--- src/rtl/ksd_defines.vh ---
// constants for the kernel segment decoder
// assumes inclusion by bare name from design files under rtl/
`ifndef KSD_DEFINES_VH
`define KSD_DEFINES_VH
`define KSD_PRIV_KERNEL 2'h0
`define KSD_SEG_USER 3'h0
`define KSD_SEG_DCACHED 3'h4
`define KSD_SEG_DUNCACHED 3'h5
`define KSD_SEG_SUPER 3'h6
`define KSD_SEG_TOP 3'h7
`define KSD_WIN_USER 2'h0
`define KSD_WIN_SUPER 2'h1
`define KSD_WIN_PHYS 2'h2
`define KSD_WIN_KSEG 2'h3
`define KSD_ATTR_UNCACHED 3'h2
`define KSD_CPT_CACHED 2'h0
`define KSD_CPT_UNCACHED 2'h1
`define KSD_CPT_SUPER 2'h2
`define KSD_REACH_CLEAR 22'h00_0000
// address field positions
`define KSD_SIGN_BIT 31
`define KSD_NSEG_HI 31
`define KSD_NSEG_LO 29
`define KSD_WSEG_HI 63
`define KSD_WSEG_LO 62
`define KSD_REACH_HI 61
`define KSD_REACH_LO 40
`define KSD_WATTR_HI 61
`define KSD_WATTR_LO 59
`define KSD_HOLE_HI 58
`define KSD_HOLE_LO 32
`define KSD_CPT_HI 30
`define KSD_CPT_LO 29
`define KSD_LOW_HI 31
`define KSD_LOW_LO 0
`define KSD_UPPER_LO 31
`define KSD_OFS_CACHED 32'h8000_0000
`define KSD_OFS_UNCACHED 32'hA000_0000
`define KSD_KSEG_LIMIT 64'hC000_00FF_7FFF_FFFF
`define KSD_COMPAT_BASE 64'hFFFF_FFFF_8000_0000
`define KSD_REG_NONE 4'h1
`define KSD_REG_USER 4'h2
`define KSD_REG_DIRECT 4'h4
`define KSD_REG_MAPPED 4'h8
`endif

--- src/rtl/ksd_kernel_decoder.v ---
// kernel-mode virtual address segment decoder, registered outputs
// assumes fetch/load-store logic on mclk_in drives inputs, tlb consumes
// Notes on behaviour
// - narrow addresses copy bit 31 upward first
// - kernel when mode 00, exception or error
// - wide flag picks 32- or 64-bit map
// - narrow bit31 clear: 2 GB tlb user region
// - mapped regions carry 8-bit space identifier
// - mapped cacheability from tlb page attribute
// - error flag: narrow user region and wide low 2 GB unmapped, uncached
// - narrow 100: direct, subtract 0x8000_0000
// - direct cached regions use config attribute
// - narrow 101: direct uncached, subtract 0xA000_0000
// - narrow 110: 512 MB tlb super region
// - narrow 111: 512 MB tlb top region
// - wide 00: 1 TB tlb user region
// - wide 01: 1 TB tlb super region
// - wide 10: untranslated physical window
// - physical window bits 58:32 set: error
// - window code 2 uncached, 0/1 cached
// - window codes 3 to 7 cached
// - wide 11 up to limit: tlb mapped
// - compat direct regions map to low 512 MB
// - compat uncached region bypasses caches
// - compat super and top go through tlb
`timescale 1ns/1ps
`default_nettype none
`include "ksd_defines.vh"
module ksd_kernel_decoder (
    input wire mclk_in, // core clock
    input wire sys_rst_in, // async reset, high
    input wire [63:0] vaddr_in, // virtual address
    input wire [1:0] privilege_mode_field_in, // privilege mode
    input wire exception_level_flag_in, // exception level
    input wire error_level_flag_in, // error level
    input wire kernel_wide_addressing_in, // 64-bit kernel map
    input wire [7:0] address_space_identifier_in, // current address_space_identifier
    input wire [2:0] kernel_low_window_attribute_in, // config attribute
    input wire [2:0] page_attribute_bits_in, // matching tlb entry attr
    output reg kernel_mode_out, // decoding in kernel mode
    output reg [3:0] region_out, // one-hot region class
    output reg tlb_req_out, // lookup through tlb
    output reg [71:0] tlb_vaddr_out, // address_space_identifier plus virtual address
    output reg [31:0] paddr_out, // direct physical address
    output reg cached_out, // access may use caches
    output reg addr_err_out // address error
);
    wire [63:0] va;
    wire cfg_cached;
    wire tlb_cached;
    wire win_cached;
    reg [3:0] nxt_region;
    reg nxt_tlb;
    reg [31:0] nxt_paddr;
    reg nxt_cached;
    reg nxt_err;
    reg nxt_kernel;
    wire compat_hit;
    wire phys_hole;
    wire narrow_user; // bit 31 clear in narrow map
    wire [2:0] seg_sel; // narrow segment select bits
    wire [1:0] quad_sel; // wide map quadrant bits
    wire [21:0] reach_bits; // clear inside 1 tb regions
    wire [2:0] win_code; // physical window cache code
    wire [1:0] cpt_sel; // compat window select bits
    wire [31:0] low_word; // low half of effective address
    wire low_upper_clear; // bits 63:31 all zero
    wire reach_ok; // inside a 1 tb region
    wire kseg_ok; // at or below the mapped kernel limit
    wire [71:0] nxt_tlb_vaddr; // address_space_identifier-extended lookup address

    // narrow addressing sign-extends before any decode
    ksd_sext u_sext (
        .vaddr_in(vaddr_in),
        .narrow_in(~kernel_wide_addressing_in),
        .vaddr_out(va)
    );

    // one attribute decoder per cacheability source
    ksd_cache_attr u_cfg_attr (
        .code_in(kernel_low_window_attribute_in),
        .cached_out(cfg_cached)
    );
    ksd_cache_attr u_tlb_attr (
        .code_in(page_attribute_bits_in),
        .cached_out(tlb_cached)
    );
    ksd_cache_attr u_win_attr (
        .code_in(win_code),
        .cached_out(win_cached)
    );

    // named address fields; after widening, the narrow map only
    // looks at the low word, so stray upper bits cannot steer it
    assign narrow_user = ~va[`KSD_SIGN_BIT];
    assign seg_sel = va[`KSD_NSEG_HI:`KSD_NSEG_LO];
    assign quad_sel = va[`KSD_WSEG_HI:`KSD_WSEG_LO];
    assign reach_bits = va[`KSD_REACH_HI:`KSD_REACH_LO];
    assign win_code = va[`KSD_WATTR_HI:`KSD_WATTR_LO];
    assign cpt_sel = va[`KSD_CPT_HI:`KSD_CPT_LO];
    assign low_word = va[`KSD_LOW_HI:`KSD_LOW_LO];

    // compat regions need bits 63:31 all ones
    assign compat_hit = &va[`KSD_WSEG_HI:`KSD_UPPER_LO];
    // error-level direct window is only the low 2 GB, not all 1 TB
    assign low_upper_clear = ~|va[`KSD_WSEG_HI:`KSD_UPPER_LO];
    // physical window only reaches 4 GB per code
    assign phys_hole = |va[`KSD_HOLE_HI:`KSD_HOLE_LO];
    // 1 tb regions need bits 61:40 clear; the rest is a hole
    assign reach_ok = (reach_bits == `KSD_REACH_CLEAR);
    // top quadrant is mapped only up to its fixed limit
    assign kseg_ok = (va <= `KSD_KSEG_LIMIT);

    // every mapped lookup carries the current space identifier
    assign nxt_tlb_vaddr = {address_space_identifier_in, va};

    // segment classification; error wins over mapping for the narrow user region and the wide low 2 GB
    always @*
    begin
        nxt_kernel = (privilege_mode_field_in == `KSD_PRIV_KERNEL)
            | exception_level_flag_in | error_level_flag_in;
        nxt_region = `KSD_REG_NONE;
        nxt_tlb = 1'b0;
        nxt_paddr = 32'h0000_0000;
        nxt_cached = 1'b0;
        nxt_err = 1'b0;
        if (!nxt_kernel)
        begin
            // user and supervisor decode live elsewhere
            nxt_region = `KSD_REG_NONE;
        end
        else if (!kernel_wide_addressing_in)
        begin
            if (narrow_user)
            begin
                if (error_level_flag_in)
                begin
                    // cache error handler runs here with no tlb
                    nxt_region = `KSD_REG_USER;
                    nxt_paddr = low_word;
                    nxt_cached = 1'b0;
                end
                else
                begin
                    nxt_region = `KSD_REG_MAPPED;
                    nxt_tlb = 1'b1;
                    nxt_cached = tlb_cached;
                end
            end
            else if (seg_sel == `KSD_SEG_DCACHED)
            begin
                nxt_region = `KSD_REG_DIRECT;
                nxt_paddr = low_word - `KSD_OFS_CACHED;
                nxt_cached = cfg_cached;
            end
            else if (seg_sel == `KSD_SEG_DUNCACHED)
            begin
                nxt_region = `KSD_REG_DIRECT;
                nxt_paddr = low_word - `KSD_OFS_UNCACHED;
                nxt_cached = 1'b0;
            end
            else if (seg_sel == `KSD_SEG_SUPER)
            begin
                nxt_region = `KSD_REG_MAPPED;
                nxt_tlb = 1'b1;
                nxt_cached = tlb_cached;
            end
            else
            begin
                // only the top segment is left
                nxt_region = `KSD_REG_MAPPED;
                nxt_tlb = 1'b1;
                nxt_cached = tlb_cached;
            end
        end
        else if (quad_sel == `KSD_WIN_USER)
        begin
            if (error_level_flag_in && low_upper_clear)
            begin
                nxt_region = `KSD_REG_USER;
                nxt_paddr = low_word;
                nxt_cached = 1'b0;
            end
            else if (reach_ok)
            begin
                nxt_region = `KSD_REG_MAPPED;
                nxt_tlb = 1'b1;
                nxt_cached = tlb_cached;
            end
            else
            begin
                nxt_err = 1'b1;
            end
        end
        else if (quad_sel == `KSD_WIN_SUPER)
        begin
            if (reach_ok)
            begin
                nxt_region = `KSD_REG_MAPPED;
                nxt_tlb = 1'b1;
                nxt_cached = tlb_cached;
            end
            else
            begin
                nxt_err = 1'b1;
            end
        end
        else if (quad_sel == `KSD_WIN_PHYS)
        begin
            // a hole address must never reach memory, so error wins
            if (phys_hole)
            begin
                nxt_err = 1'b1;
            end
            else
            begin
                nxt_region = `KSD_REG_DIRECT;
                nxt_paddr = low_word;
                nxt_cached = win_cached;
            end
        end
        else if (kseg_ok)
        begin
            // quadrant 11 at or below the limit: plain mapped kernel space
            nxt_region = `KSD_REG_MAPPED;
            nxt_tlb = 1'b1;
            nxt_cached = tlb_cached;
        end
        else if (compat_hit)
        begin
            if (cpt_sel == `KSD_CPT_CACHED)
            begin
                nxt_region = `KSD_REG_DIRECT;
                nxt_paddr = low_word - `KSD_OFS_CACHED;
                nxt_cached = cfg_cached;
            end
            else if (cpt_sel == `KSD_CPT_UNCACHED)
            begin
                nxt_region = `KSD_REG_DIRECT;
                nxt_paddr = low_word - `KSD_OFS_UNCACHED;
                nxt_cached = 1'b0;
            end
            else if (cpt_sel == `KSD_CPT_SUPER)
            begin
                nxt_region = `KSD_REG_MAPPED;
                nxt_tlb = 1'b1;
                nxt_cached = tlb_cached;
            end
            else
            begin
                // compat top segment, mapped like the narrow one
                nxt_region = `KSD_REG_MAPPED;
                nxt_tlb = 1'b1;
                nxt_cached = tlb_cached;
            end
        end
        else
        begin
            // gap between mapped kernel region and compat window
            nxt_err = 1'b1;
        end
    end

    // one register stage so every output comes from a flop;
    // the tlb attribute must arrive in the same cycle as its address
    always @(posedge mclk_in or posedge sys_rst_in)
    begin
        if (sys_rst_in)
        begin
            kernel_mode_out <= 1'b0;
            region_out <= `KSD_REG_NONE;
            tlb_req_out <= 1'b0;
            paddr_out <= 32'h0000_0000;
            cached_out <= 1'b0;
            addr_err_out <= 1'b0;
        end
        else
        begin
            kernel_mode_out <= nxt_kernel;
            region_out <= nxt_region;
            tlb_req_out <= nxt_tlb;
            paddr_out <= nxt_paddr;
            cached_out <= nxt_cached;
            addr_err_out <= nxt_err;
        end
    end

    // the wide lookup address loads every cycle, mapped or not, so the
    // tlb can start its compare before the region class is known
    always @(posedge mclk_in or posedge sys_rst_in)
    begin
        if (sys_rst_in)
        begin
            tlb_vaddr_out <= 72'h00_0000_0000_0000_0000;
        end
        else
        begin
            tlb_vaddr_out <= nxt_tlb_vaddr;
        end
    end
endmodule
`default_nettype wire

--- src/rtl/ksd_cache_attr.v ---
// maps a three-bit cache algorithm code to cached or uncached
// assumes a code from a tlb entry, config field or address bits
`timescale 1ns/1ps
`default_nettype none
`include "ksd_defines.vh"
module ksd_cache_attr (
    input wire [2:0] code_in, // cache algorithm code
    output wire cached_out // high when cached
);
    // only code 2 is uncached; every other code caches
    assign cached_out = (code_in != `KSD_ATTR_UNCACHED);
endmodule
`default_nettype wire

--- src/rtl/ksd_sext.v ---
// widens a 32-bit address by copying bit 31 upward
// assumes a purely combinational use
`timescale 1ns/1ps
`default_nettype none
module ksd_sext (
    input wire [63:0] vaddr_in, // raw address
    input wire narrow_in, // 32-bit addressing
    output wire [63:0] vaddr_out // effective address
);
    // narrow mode ignores the raw upper half entirely
    assign vaddr_out = narrow_in ? {{32{vaddr_in[31]}}, vaddr_in[31:0]} : vaddr_in;
endmodule
`default_nettype wire

--- config.mk ---
export PLATFORM = sky130hd
export DESIGN_NAME = ksd_kernel_decoder
export DESIGN_NICKNAME = d
export VERILOG_FILES = /design/src/rtl/ksd_kernel_decoder.v /design/src/rtl/ksd_cache_attr.v /design/src/rtl/ksd_sext.v
export VERILOG_INCLUDE_DIRS = /design/src /design/src/rtl
export SDC_FILE = /design/constraint.sdc
export NUM_CORES = 1
export LEC_CHECK = 0
export ABC_CLOCK_PERIOD_IN_PS = 3500
export BUFFER_PORTS_ARGS = -buffer_cell sky130_fd_sc_hd__buf_2
export CAP_MARGIN = 20
export CELL_PAD_IN_SITES_DETAIL_PLACEMENT = 0
export CELL_PAD_IN_SITES_GLOBAL_PLACEMENT = 1
export CORE_MARGIN = 2
export CORE_UTILIZATION = 33
export CTS_CLUSTER_DIAMETER = 80
export DETAILED_ROUTE_END_ITERATION = 8
export PLACE_DENSITY_LB_ADDON = 0.3
export SYNTH_ARGS = -nofsm -noshare
export SYNTH_HDL_FRONTEND = slang
export SYNTH_HIERARCHICAL = 1
export SYNTH_SLANG_ARGS = --single-unit
export TNS_END_PERCENT = 10
--- constraint.sdc ---
create_clock -name mclk_in -period 3.5 [get_ports mclk_in]
set_input_delay 0.7 -clock mclk_in [delete_from_list [all_inputs] [get_ports mclk_in]]
set_output_delay 0.7 -clock mclk_in [all_outputs]
set_load 0.03 [all_outputs]
After elaboration in Yosys (flattened, before gate mapping)
Cells that the tools add are included.
Word-level totals
  register bits: 112
  input port bits: 85
  output and inout bits: 112
  word-level logic and storage cells: 102
Cells by class
  add/sub/neg operators: 2
  order comparisons: 1
  equal/unequal tests: 8
  muxes and demuxes: 73
  bitwise operators: 2
  reductions and logical operators: 9
Operators with widths (number)
  $mux W32: 14
  $le A64 B64 Y1 const B: 1
  $mux W64: 1
  $sub A32 B32 Y32 const B: 2
  $mux W4: 15
  $mux W1: 41
  $reduce_and A33 Y1: 1
  $reduce_or A33 Y1: 1
  $mux W31: 1
  $reduce_or A27 Y1: 1
  $logic_not A22 Y1: 1
  $ne A3 B2 Y1 const B: 3
  $eq A3 B3 Y1 const B: 2
  $logic_not A2 Y1: 3
  $eq A2 B1 Y1 const B: 2
  $mux W3: 1
  $eq A2 B2 Y1 const B: 1
  $or A1 B1 Y1: 2
  $logic_and A1 B1 Y1: 1
  $logic_not A1 Y1: 1

Depth between registers and ports, before layout
Gate-level depths: netlist of the first run.
  depth after elaboration: 11
  gate-level depth with buffers: 12
  depth with buffers taken out: 8

Cells and area by module
The synthesis of the first run kept the hierarchy.
By module, submodules not included
  ksd_kernel_decoder: times used 1, cells an instance 256, area each 3698.5 µm², sequential area each 2778.9 µm²
  ksd_sext: times used 1, cells an instance 71, area each 769.5 µm², sequential area each 0.0 µm²
  ksd_cache_attr: times used 3, cells an instance 1, area each 8.8 µm², sequential area each 0.0 µm²

Worst setup path before layout of the first run
OpenSTA, ideal clock, no wires.
  path type: input to register
  start point: input port kernel_wide_addressing_in
  end point: register paddr_out[19]
  library setup time: 0.066 ns
  data arrival time: 3.006 ns
  data required time: 3.434 ns
  slack: 0.428 ns
  stages on the path: 11
  path buffers: 4
  path through: inv_1 -> buf_6 -> buf_6 -> mux2_4 -> or4_4 -> nor4_4 -> nand4_1 -> a31oi_1 -> buf_4 -> buf_6 -> and2_1
On the way
  word-level cells in the longest chain between the ends: 9
  elaborated cells between the ends (all ways): 19
  those cells by class: 1 x order compare; 2 x eq/ne; 10 x mux; 6 x reduce/logical
Ends and longest elaborated chain
  start, declared: RTL line ksd_kernel_decoder.v:36  | input wire kernel_wide_addressing_in,
  $mux W64 (*): RTL line ksd_sext.v:11  | assign vaddr_out = narrow_in ? {{32{vaddr_in[31]}}, vaddr_in[31:0]} : vaddr_in;
  net va[37]: RTL line ksd_kernel_decoder.v:48  | wire [63:0] va;
  branches (longest 5 deep; another with $le A64 B64 Y1)
  $mux W32 (*): RTL line ksd_kernel_decoder.v:176  | else if (quad_sel == `KSD_WIN_USER)
  $mux W32 (*): RTL line ksd_kernel_decoder.v:132  | else if (!kernel_wide_addressing_in)
  $mux W32 (*): RTL line ksd_kernel_decoder.v:127  | if (!nxt_kernel)
  net nxt_paddr[19]: RTL line ksd_kernel_decoder.v:54  | reg [31:0] nxt_paddr;
  end signal, assigned: RTL line ksd_kernel_decoder.v:282  | paddr_out <= nxt_paddr;
  end, declared: RTL line ksd_kernel_decoder.v:44  | output reg [31:0] paddr_out,
Mark *: on every way through the listed nets, which the timed path passes.

Worst setup path after layout of the first run
  start point: input port kernel_wide_addressing_in
  end point: register cached_out
On the way
  word-level cells in the longest chain between the ends: 9
  elaborated cells between the ends (all ways): 22
  those cells by class: 1 x order compare; 3 x eq/ne; 11 x mux; 7 x reduce/logical
Ends and longest elaborated chain
  $mux W64 (*): RTL line ksd_sext.v:11
  net va[50]: RTL line ksd_kernel_decoder.v:48
  branches (longest 5 deep; another with $le A64 B64 Y1)
  $mux W1 (*): RTL line ksd_kernel_decoder.v:176
  $mux W1 (*): RTL line ksd_kernel_decoder.v:132
  $mux W1 (*): RTL line ksd_kernel_decoder.v:127
  net nxt_cached: RTL line ksd_kernel_decoder.v:55  | reg nxt_cached;
  end signal, assigned: RTL line ksd_kernel_decoder.v:283  | cached_out <= nxt_cached;
  end, declared: RTL line ksd_kernel_decoder.v:45  | output reg cached_out,
Marked as above.

==> impl.org, run 1 <==
** Timing
- For the final routed database, the setup TNS stands at 0 ns.
- Based on the critical path, the design can be clocked at up to 338 MHz.
- Dividing the final minimum period by the clock period gives 0.845.
- Headroom to the max-slew limit :: 0.449
- After layout, the minimum clock period comes to 2.96 ns.
- The max-slew violation total from the final report came to 0.
- The final hold violation count was 0.
- Final Setup Violations :: 0
- Unrepaired setup endpoints after global routing :: no
- Worst slew pin tran :: 0.825 ns

** Power and ir drop
- Reported leakage power :: 2.94 nW
- Power density over the cells :: 514 nW/um^2
- Maximum ir drop on the vdd rail :: 0.000217 V

** Clock network
- CTS Buffer Depth :: 2
- Clock tree root buffer cell :: sky130_fd_sc_hd__clkbuf_16
- Total of hold buffers inserted after clock tree synthesis :: 0
- The number of gates resized after CTS was 0.
- After clock tree synthesis, the setup repair step added 0 buffers.
- # H-tree levels :: 3
- Counting the buffers created by CTS gives 9.
- Clk pin slew, worst setup/hold paths :: 0.07 ns
- TritonCTS sink count :: 111
- CTS tree :: done

** Synthesis
- Area fraction in and, or, nand and nor cells after synthesis :: 0.131
- Cell accounting for the most synthesized area :: sky130_fd_sc_hd__dfrtp_1
- After synthesis, the mean cell area works out to 13.6 sq um.
- In the synthesized netlist, the number of instances is 330.
- Yosys reg bits :: 111
- Compound-cell area share of the yosys netlist :: 0.0521
- Of the post-synthesis cell area, the dominant cell type holds 0.612.
- Syn Std Cell Area :: 4490 sq um
- Of the total synthesized cell area, the portion taken by full adders, half adders and majority gates is 0.00835.
- For this run, the register share of the synthesized area comes to 0.618.
- After synthesis, the largest family of logic cells by area is simple AND/OR/NAND/NOR gates.
- Number of different library cells in the post-synthesis netlist :: 46
- Number of nets produced by synthesis :: 418
- Synthesized-area fraction occupied by xor and xnor cells :: 0
- Count of yosys warnings during synthesis :: 6
- After synthesis, the share of cell area in mux cells is 0.107.
- Cell types occupying the most area after synthesis :: sky130_fd_sc_hd__dfrtp_1 (61%), sky130_fd_sc_hd__mux2_4 (10%), sky130_fd_sc_hd__buf_4 (5.7%)

** Finish
- P&R area growth vs syn :: 29.0%
- Layout fillers :: 1236
- The repair_antennas step left the layout with diodes totalling 0.
- Number of nets at the end of the flow :: 589
- Of the cells placed in the final design, the portion with a size suffix greater than 1 is 0.520.
- After routing the design area is 5800 sq um.

** Route
- Using the TritonRoute via totals, the vias-per-cell ratio works out to 4.57.
- Post-Route WL :: 11000 microns
- Via count :: 3120
- After detailed routing, the number of remaining DRC violations is 0.
- Average wire length per cell after detail routing :: 16.1 microns
- Iter 0 DRT Violations :: 179
- Initial DRT Pass Iterations :: 4
- Number of nets with antenna violations after detailed routing :: 0

** Worst setup path
- The number of buffers and inverters on the critical path is 3.
- Walking the worst path, the cells encountered are buf_2, inv_2, buf_12, mux2_4, nor4_1, and4_1, nand4_1, a221o_1, a41oi_1.
- Startpoint type of the worst setup path :: input port
- By startpoint and endpoint, the worst setup path is classified as input port to flop.
- Kind of capture point of the worst setup path :: flop
- Slowest cell on the critical path :: sky130_fd_sc_hd__and4_1
- In this design, the largest share of critical-path delay is due to simple AND/OR/NAND/NOR gates.
- Top fanout value on the critical path :: 24
- For this run, the slowest stage of the critical path takes 0.40 ns.
- Required @ worst endpoint :: 3.73 ns
- CP arrival :: 3.18 ns

** Worst hold path
- The startpoint identified for the worst hold timing path is address_space_identifier_in[1].
- Counting instances, the worst hold path has a depth of 1.
- Hold Path End :: tlb_vaddr_out[65]
- The tightest min-delay check is of the input port to flop type.

** Job
- Max-cap violations in this run came to 0.

** GRT
- In the global route stage, overall resource usage came out at 0.151.
- The number of global-route vias before repair is 3152.
- Number of antenna violations at the first check in global routing :: 0
- The first global-routing pass estimated 16800 microns of wire.
- Summed over all layers, the global routing overflow is 0.
- Entering global routing, the biggest net connects 47 pins.

** Place
- Routability Congestion :: 0.856
- Detailed placement ended at an HPWL of 8370 microns.
- Area after DPL :: 5470 sq um
- The count of buffers added on input and output ports is 196.

** Floorplan
- The floorplan step defined a die boundary enclosing 14600 sq um.
- Die boundary width :: 121 microns
- After floorplanning, the core was sized to cover 13300 sq um.
- 197 I/O pins were placed.
- The floorplan has 42 rows.
- For this configuration, the core starts out at a cell density of 0.338.
- Vertical die dimension :: 121 microns

** Outcome
- The run finished with clean final reports.
==> layout make-up <==
class | count | area (sq um) | area share
tap | 176 | 220 | 0.0380
inverter | 8 | 33.8 | 0.00583
timing repair buffer | 207 | 1090 | 0.188
clock inverter | 6 | 88.8 | 0.0153
sequential | 111 | 2780 | 0.479
multi-input combinational | 164 | 1350 | 0.233
clock buffer | 10 | 239 | 0.0412
==> registers in the layout (all words and copies together) (netlist names) <==
signal           count
region_out           4
cached_out           1
kernel_mode_out      1
tlb_vaddr_out       72
paddr_out           32
addr_err_out         1
==> where the power goes <==
part	internal, W	total (W)	switching (W)
Sequential	0.00136	0.00138	0.0000196
Clock	0.000595	0.00109	0.000499
Combinational	0.000173	0.000510	0.000338
Total	0.00213	0.00298	0.000857
==> per-layer routing <==
| layer | up-vias | part of all wire | track usage |
|---|---|---|---|
| li1 | 1475 | - | - |
| met3 | 17 | 0.077 | 0.0392 |
| met2 | 151 | 0.47 | 0.244 |
| met4 | 0 | 0.018 | 0.0523 |
| met5 | - | 0 | 0 |
| met1 | 1477 | 0.43 | 0.198 |
==> cells by family after synthesis <==
| group | Yosys count |
|---|---|
| AO/OA/AOI/OAI | 34 |
| buffers and inverters | 55 |
| adder cells (fa/ha/maj) | 3 |
| AND/OR/NAND/NOR | 94 |
| multiplexers | 33 |
| flip-flops | 111 |
==> synthesized netlist by cell type, drive strengths merged <==
master,number
a221o,2
ha,3
nor4bb,1
o21ai,6
mux2i,1
or3b,3
mux2,32
or3,3
a2111oi,1
and3,2
nand2,8
nor2b,1
nor4,7
clkbuf,7
a41oi,2
a211oi,2
nor3,6
nand4b,1
dfstp,1
and2,29
nand4,14
o221a,1
a22o,1
inv,8
nor2,8
a31oi,2
nor4b,1
a21o,1
nand2b,1
a21oi,10
o21a,1
o311ai,2
dfrtp,110
nand3,3
and4,2
buf,40
o31ai,1
nor3b,1
a41o,2
or4,3
==> stage by stage <==
stage,worst slack (ns),std cells,utilization,hold slack (ns),total power [W]
2_1_floorplan,0.428,330,-,0.731,0.00176
3_3_place_gp,0.232,666,0.411,0.809,0.00192
3_5_place_dp,0.205,666,0.411,0.810,0.00192
4_1_cts,0.570,682,0.436,0.442,0.00303
5_1_grt,0.407,682,0.436,0.433,0.00312
6_report,0.544,682,0.436,0.456,0.00298
==> worst max-delay path by stage <==
stage                    endpoint                      start  slack, ns  depth (start not counted)
detailed placement  paddr_out[17]  kernel_wide_addressing_in       0.21                         10
floorplan           paddr_out[19]  kernel_wide_addressing_in       0.43                         11
global route         paddr_out[3]  kernel_wide_addressing_in       0.41                         10
global placement       cached_out  kernel_wide_addressing_in       0.23                          9
CTS                 paddr_out[22]  kernel_wide_addressing_in       0.57                         10
finish                 cached_out  kernel_wide_addressing_in       0.54                          9
==> cells in the final DEF, fill, tap and decap left out, types with 2 or more instances in the layout <==
master                      count
sky130_fd_sc_hd__and3_1         2
sky130_fd_sc_hd__nor2_1         8
sky130_fd_sc_hd__o311ai_0       2
sky130_fd_sc_hd__nor3_1         6
sky130_fd_sc_hd__dfrtp_1      110
sky130_fd_sc_hd__buf_2        196
sky130_fd_sc_hd__mux2_4        30
sky130_fd_sc_hd__o21ai_0        6
sky130_fd_sc_hd__clkbuf_16      9
sky130_fd_sc_hd__a211oi_1       2
sky130_fd_sc_hd__ha_1           3
sky130_fd_sc_hd__and2_1        29
sky130_fd_sc_hd__nor4_1         5
sky130_fd_sc_hd__a41oi_1        2
sky130_fd_sc_hd__or3_1          3
sky130_fd_sc_hd__inv_1          6
sky130_fd_sc_hd__buf_4          9
sky130_fd_sc_hd__buf_12         2
sky130_fd_sc_hd__or3b_1         3
sky130_fd_sc_hd__nand3_1        3
sky130_fd_sc_hd__clkinv_8       2
sky130_fd_sc_hd__inv_6          3
sky130_fd_sc_hd__a21oi_1       10
sky130_fd_sc_hd__nand4_1       14
sky130_fd_sc_hd__a221o_1        2
sky130_fd_sc_hd__nand2_1        8
sky130_fd_sc_hd__or4_1          2
sky130_fd_sc_hd__a41o_1         2
sky130_fd_sc_hd__and4_1         2
sky130_fd_sc_hd__mux2_2         2
(Power assumes the default switching activity.)
==> inputs of run 2 (changes only) <==
--- a/config.mk
+++ b/config.mk
@@ -6,7 +6,7 @@
 export SDC_FILE = /design/constraint.sdc
 export NUM_CORES = 1
 export LEC_CHECK = 0
-export ABC_CLOCK_PERIOD_IN_PS = 3500
+export ABC_CLOCK_PERIOD_IN_PS = 2700
 export BUFFER_PORTS_ARGS = -buffer_cell sky130_fd_sc_hd__buf_2
 export CAP_MARGIN = 20
 export CELL_PAD_IN_SITES_DETAIL_PLACEMENT = 0
==> constraint.sdc (replaced) <==
create_clock -name mclk_in -period 2.7 [get_ports mclk_in]
set_input_delay 0.54 -clock mclk_in [delete_from_list [all_inputs] [get_ports mclk_in]]
set_output_delay 0.54 -clock mclk_in [all_outputs]
set_load 0.03 [all_outputs]
==> run 2 against run 1 <==
Compared with the run above: core utilization increased by 3.1 points; die area unchanged; global-route usage increased by 1.1 points; largest cell class unchanged; highest routed layer unchanged.
==> impl.org, run 2 (synthesis results as in run 1) <==
** GRT
- Across every metal layer, demand over resource in global routing totals 0.162.
- Global routing finished with a remaining overflow of 0.
- Largest net degree at the start of global routing :: 48
- The first global-routing pass estimated 18000 microns of wire.
- Number of antenna violations at the first check in global routing :: 0
- The number of global-route vias before repair was 3358.

** Power and ir drop
- Power density over the cells :: 630 nW/um^2
- Maximum ir drop on the vdd rail :: 0.000290 V
- Summed over all cells, the static leakage comes to 3.17 nW.

** Finish
- Number of flip-flops in the largest register :: 72
- Layout fillers :: 1246
- The multi-input combinational cells in the finished layout cover a total of 1380 sq um.
- Number of nets at the end of the flow :: 634
- Finished Cell Area :: 6210 sq um
- 0 antenna diodes ended up in the layout.
- The sequential cells in the finished layout cover a total of 2780 sq um.
- Largest regs :: tlb_vaddr_out: 72 flops, paddr_out: 32 flops, region_out: 4 flops
- In the final layout, the share of cells above drive strength 1 is 0.568.
- The library cells used most frequently in the layout, excluding fill and tap cells, are sky130_fd_sc_hd__buf_2 (196), sky130_fd_sc_hd__dfrtp_1 (110), sky130_fd_sc_hd__buf_4 (49).
- P&R area growth vs syn :: 38.2%
- For this run, the number of standard cells in the final layout without fillers is 727.
- Most frequent standard cell in the layout excluding fill and tap cells :: sky130_fd_sc_hd__buf_2
- Reg with most FFs :: tlb_vaddr_out

** Place
- After detailed placement, the total cell area comes to 5870 sq um.
- After legalization and detailed placement, the total HPWL measured 8920 microns.
- Input and output buffers added on the ports amount to 196.
- Count of placed standard cells including taps :: 711
- Routability Congestion :: 0.853
- Before CTS, the worst setup slack after placement is -0.301 ns.

** Timing
- Fin. max-slew vios :: 0
- Unrepaired setup endpoints after global routing :: no
- The tightest hold path in the finished design has a slack of 0.295 ns.
- For the pin with the worst max-slew slack, the measured transition is 0.801 ns.
- Setup violations remaining at the end of the flow were counted as 0.
- Min Tclk post-route :: 2.55 ns
- Headroom to the max-slew limit :: 0.465
- Period utilization :: 0.944
- Crit path setup slack, layout :: 0.150 ns
- The final hold violation count is 0.
- Peak clock frequency supported by timing :: 392 MHz

** Clock network
- The clock tree synthesis step divided the H-tree into 3 levels.
- The tree is rooted in a sky130_fd_sc_hd__clkbuf_16.
- The clock drives 111 sinks.
- No sink is reached through more buffers than the 2 on the longest clock path.
- Clock-pin slew was measured on the worst setup and hold paths at 0.08 ns.
- TritonCTS built the clock tree.
- Post-CTS repair changed the size of 0 cells.
- Counting the buffers created by CTS gives 9.
- Total of hold buffers inserted after clock tree synthesis :: 0
- Number of buffers inserted to repair setup after CTS :: 0

** Route
- The count of nets left with antenna violations once routing finished came out at 0.
- DRC viols :: 0
- Via count :: 3322
- Iter 0 DRT Violations :: 280
- Average wire length per cell after detail routing :: 15.9 microns
- The routed design uses 853 microns of met3 wire.
- Using the TritonRoute via totals, the vias-per-cell ratio works out to 4.57.
- Post-Route WL :: 11600 microns
- Detailed-routed wire length on met2 :: 5620 microns
- Uppermost layer routed :: met4
- The detailed router put a total of 4940 microns of wire on met1.
- Initial DRT Pass Iterations :: 5

** Worst setup path
- By instance count, the cell type seen most on the critical path is sky130_fd_sc_hd__buf_4.
- Family with the most delay on the worst path :: buffers and inverters
- Kind of capture point of the worst setup path :: flop
- Startpoint type of the worst setup path :: input port
- Critical path class :: input port to flop
- Ordered list of cells on the worst path :: buf_2, inv_2, buf_12, buf_4, mux2_4, buf_4, nand4_1, nor4_2, buf_4, nand4_1, a31oi_2, buf_12, and2_1
- The number of buffers and inverters on the critical path is 7.
- In this run the worst path has a maximum fanout of 29.
- At the worst endpoint, the arrival time is 2.83 ns.
- Required @ worst endpoint :: 2.98 ns
- Slowest cell on the critical path :: sky130_fd_sc_hd__nor4_2
- Largest stage delay, worst path :: 0.30 ns

** Outcome
- Result of the run :: complete, no violations

** Floorplan
- The die covers 14600 sq um.
- From left edge to right edge, the die measures 121 microns.
- Core outline area :: 13300 sq um
- The initial utilization of the core area, before any placement, comes to 0.338.
- The die is 121 microns tall.
- Row generation in the floorplan step produced 42 rows.
- Top-level port count :: 197

** Job
- The tool flagged a number of max-cap violations equal to 0.

** Worst hold path
- Source of the worst hold timing path :: address_space_identifier_in[0]
- The worst hold path terminates at tlb_vaddr_out[64].
- Classification of the worst-slack hold path :: input port to flop
- Number of cells traversed by the worst hold path :: 1
==> run 2: layout make-up <==
cell class	count	share of cell area
flip-flops and latches	111	0.447
repair buffers	252	0.240
multi-input cells	164	0.222
clock buffers	10	0.0385
well taps	176	0.0354
clock inverters	6	0.0121
inverters	8	0.00544
==> run 2: power breakdown <==
group / switching [W] / total (W) / internal [W]
sequential: 0.0000249 / 0.00179 / 0.00176
clock: 0.000629 / 0.00139 / 0.000759
combinational: 0.000457 / 0.000739 / 0.000282
total: 0.00111 / 0.00391 / 0.00280
==> run 2: routing by layer <==
metal / GRT usage / vias to the layer above
li1: - / 1556
met3: 0.0325 / 18
met1: 0.213 / 1581
met2: 0.266 / 167
met5: 0 / -
met4: 0.0560 / 0
==> run 2: how the worst max path moves through the flow <==
stage	from	end	slack [ns]	cells after the start
5_1_grt	kernel_wide_addressing_in	paddr_out[24]	0.002	13
3_5_place_dp	kernel_wide_addressing_in	paddr_out[26]	-0.30	13
3_3_place_gp	kernel_wide_addressing_in	paddr_out[9]	-0.27	13
6_report	kernel_wide_addressing_in	paddr_out[24]	0.15	13
2_1_floorplan	kernel_wide_addressing_in	paddr_out[19]	-0.21	11
4_1_cts	kernel_wide_addressing_in	paddr_out[26]	0.06	13
==> run 2: stage by stage <==
step / utilization / total power, W / TNS (ns)
after global placement: 0.442 / 0.00255 / -8.95
after CTS: 0.465 / 0.00396 / 0
after global routing: 0.467 / 0.00410 / 0
after detailed placement: 0.442 / 0.00256 / -9.66
final: 0.467 / 0.00391 / 0
after floorplan: - / 0.00229 / -4.40
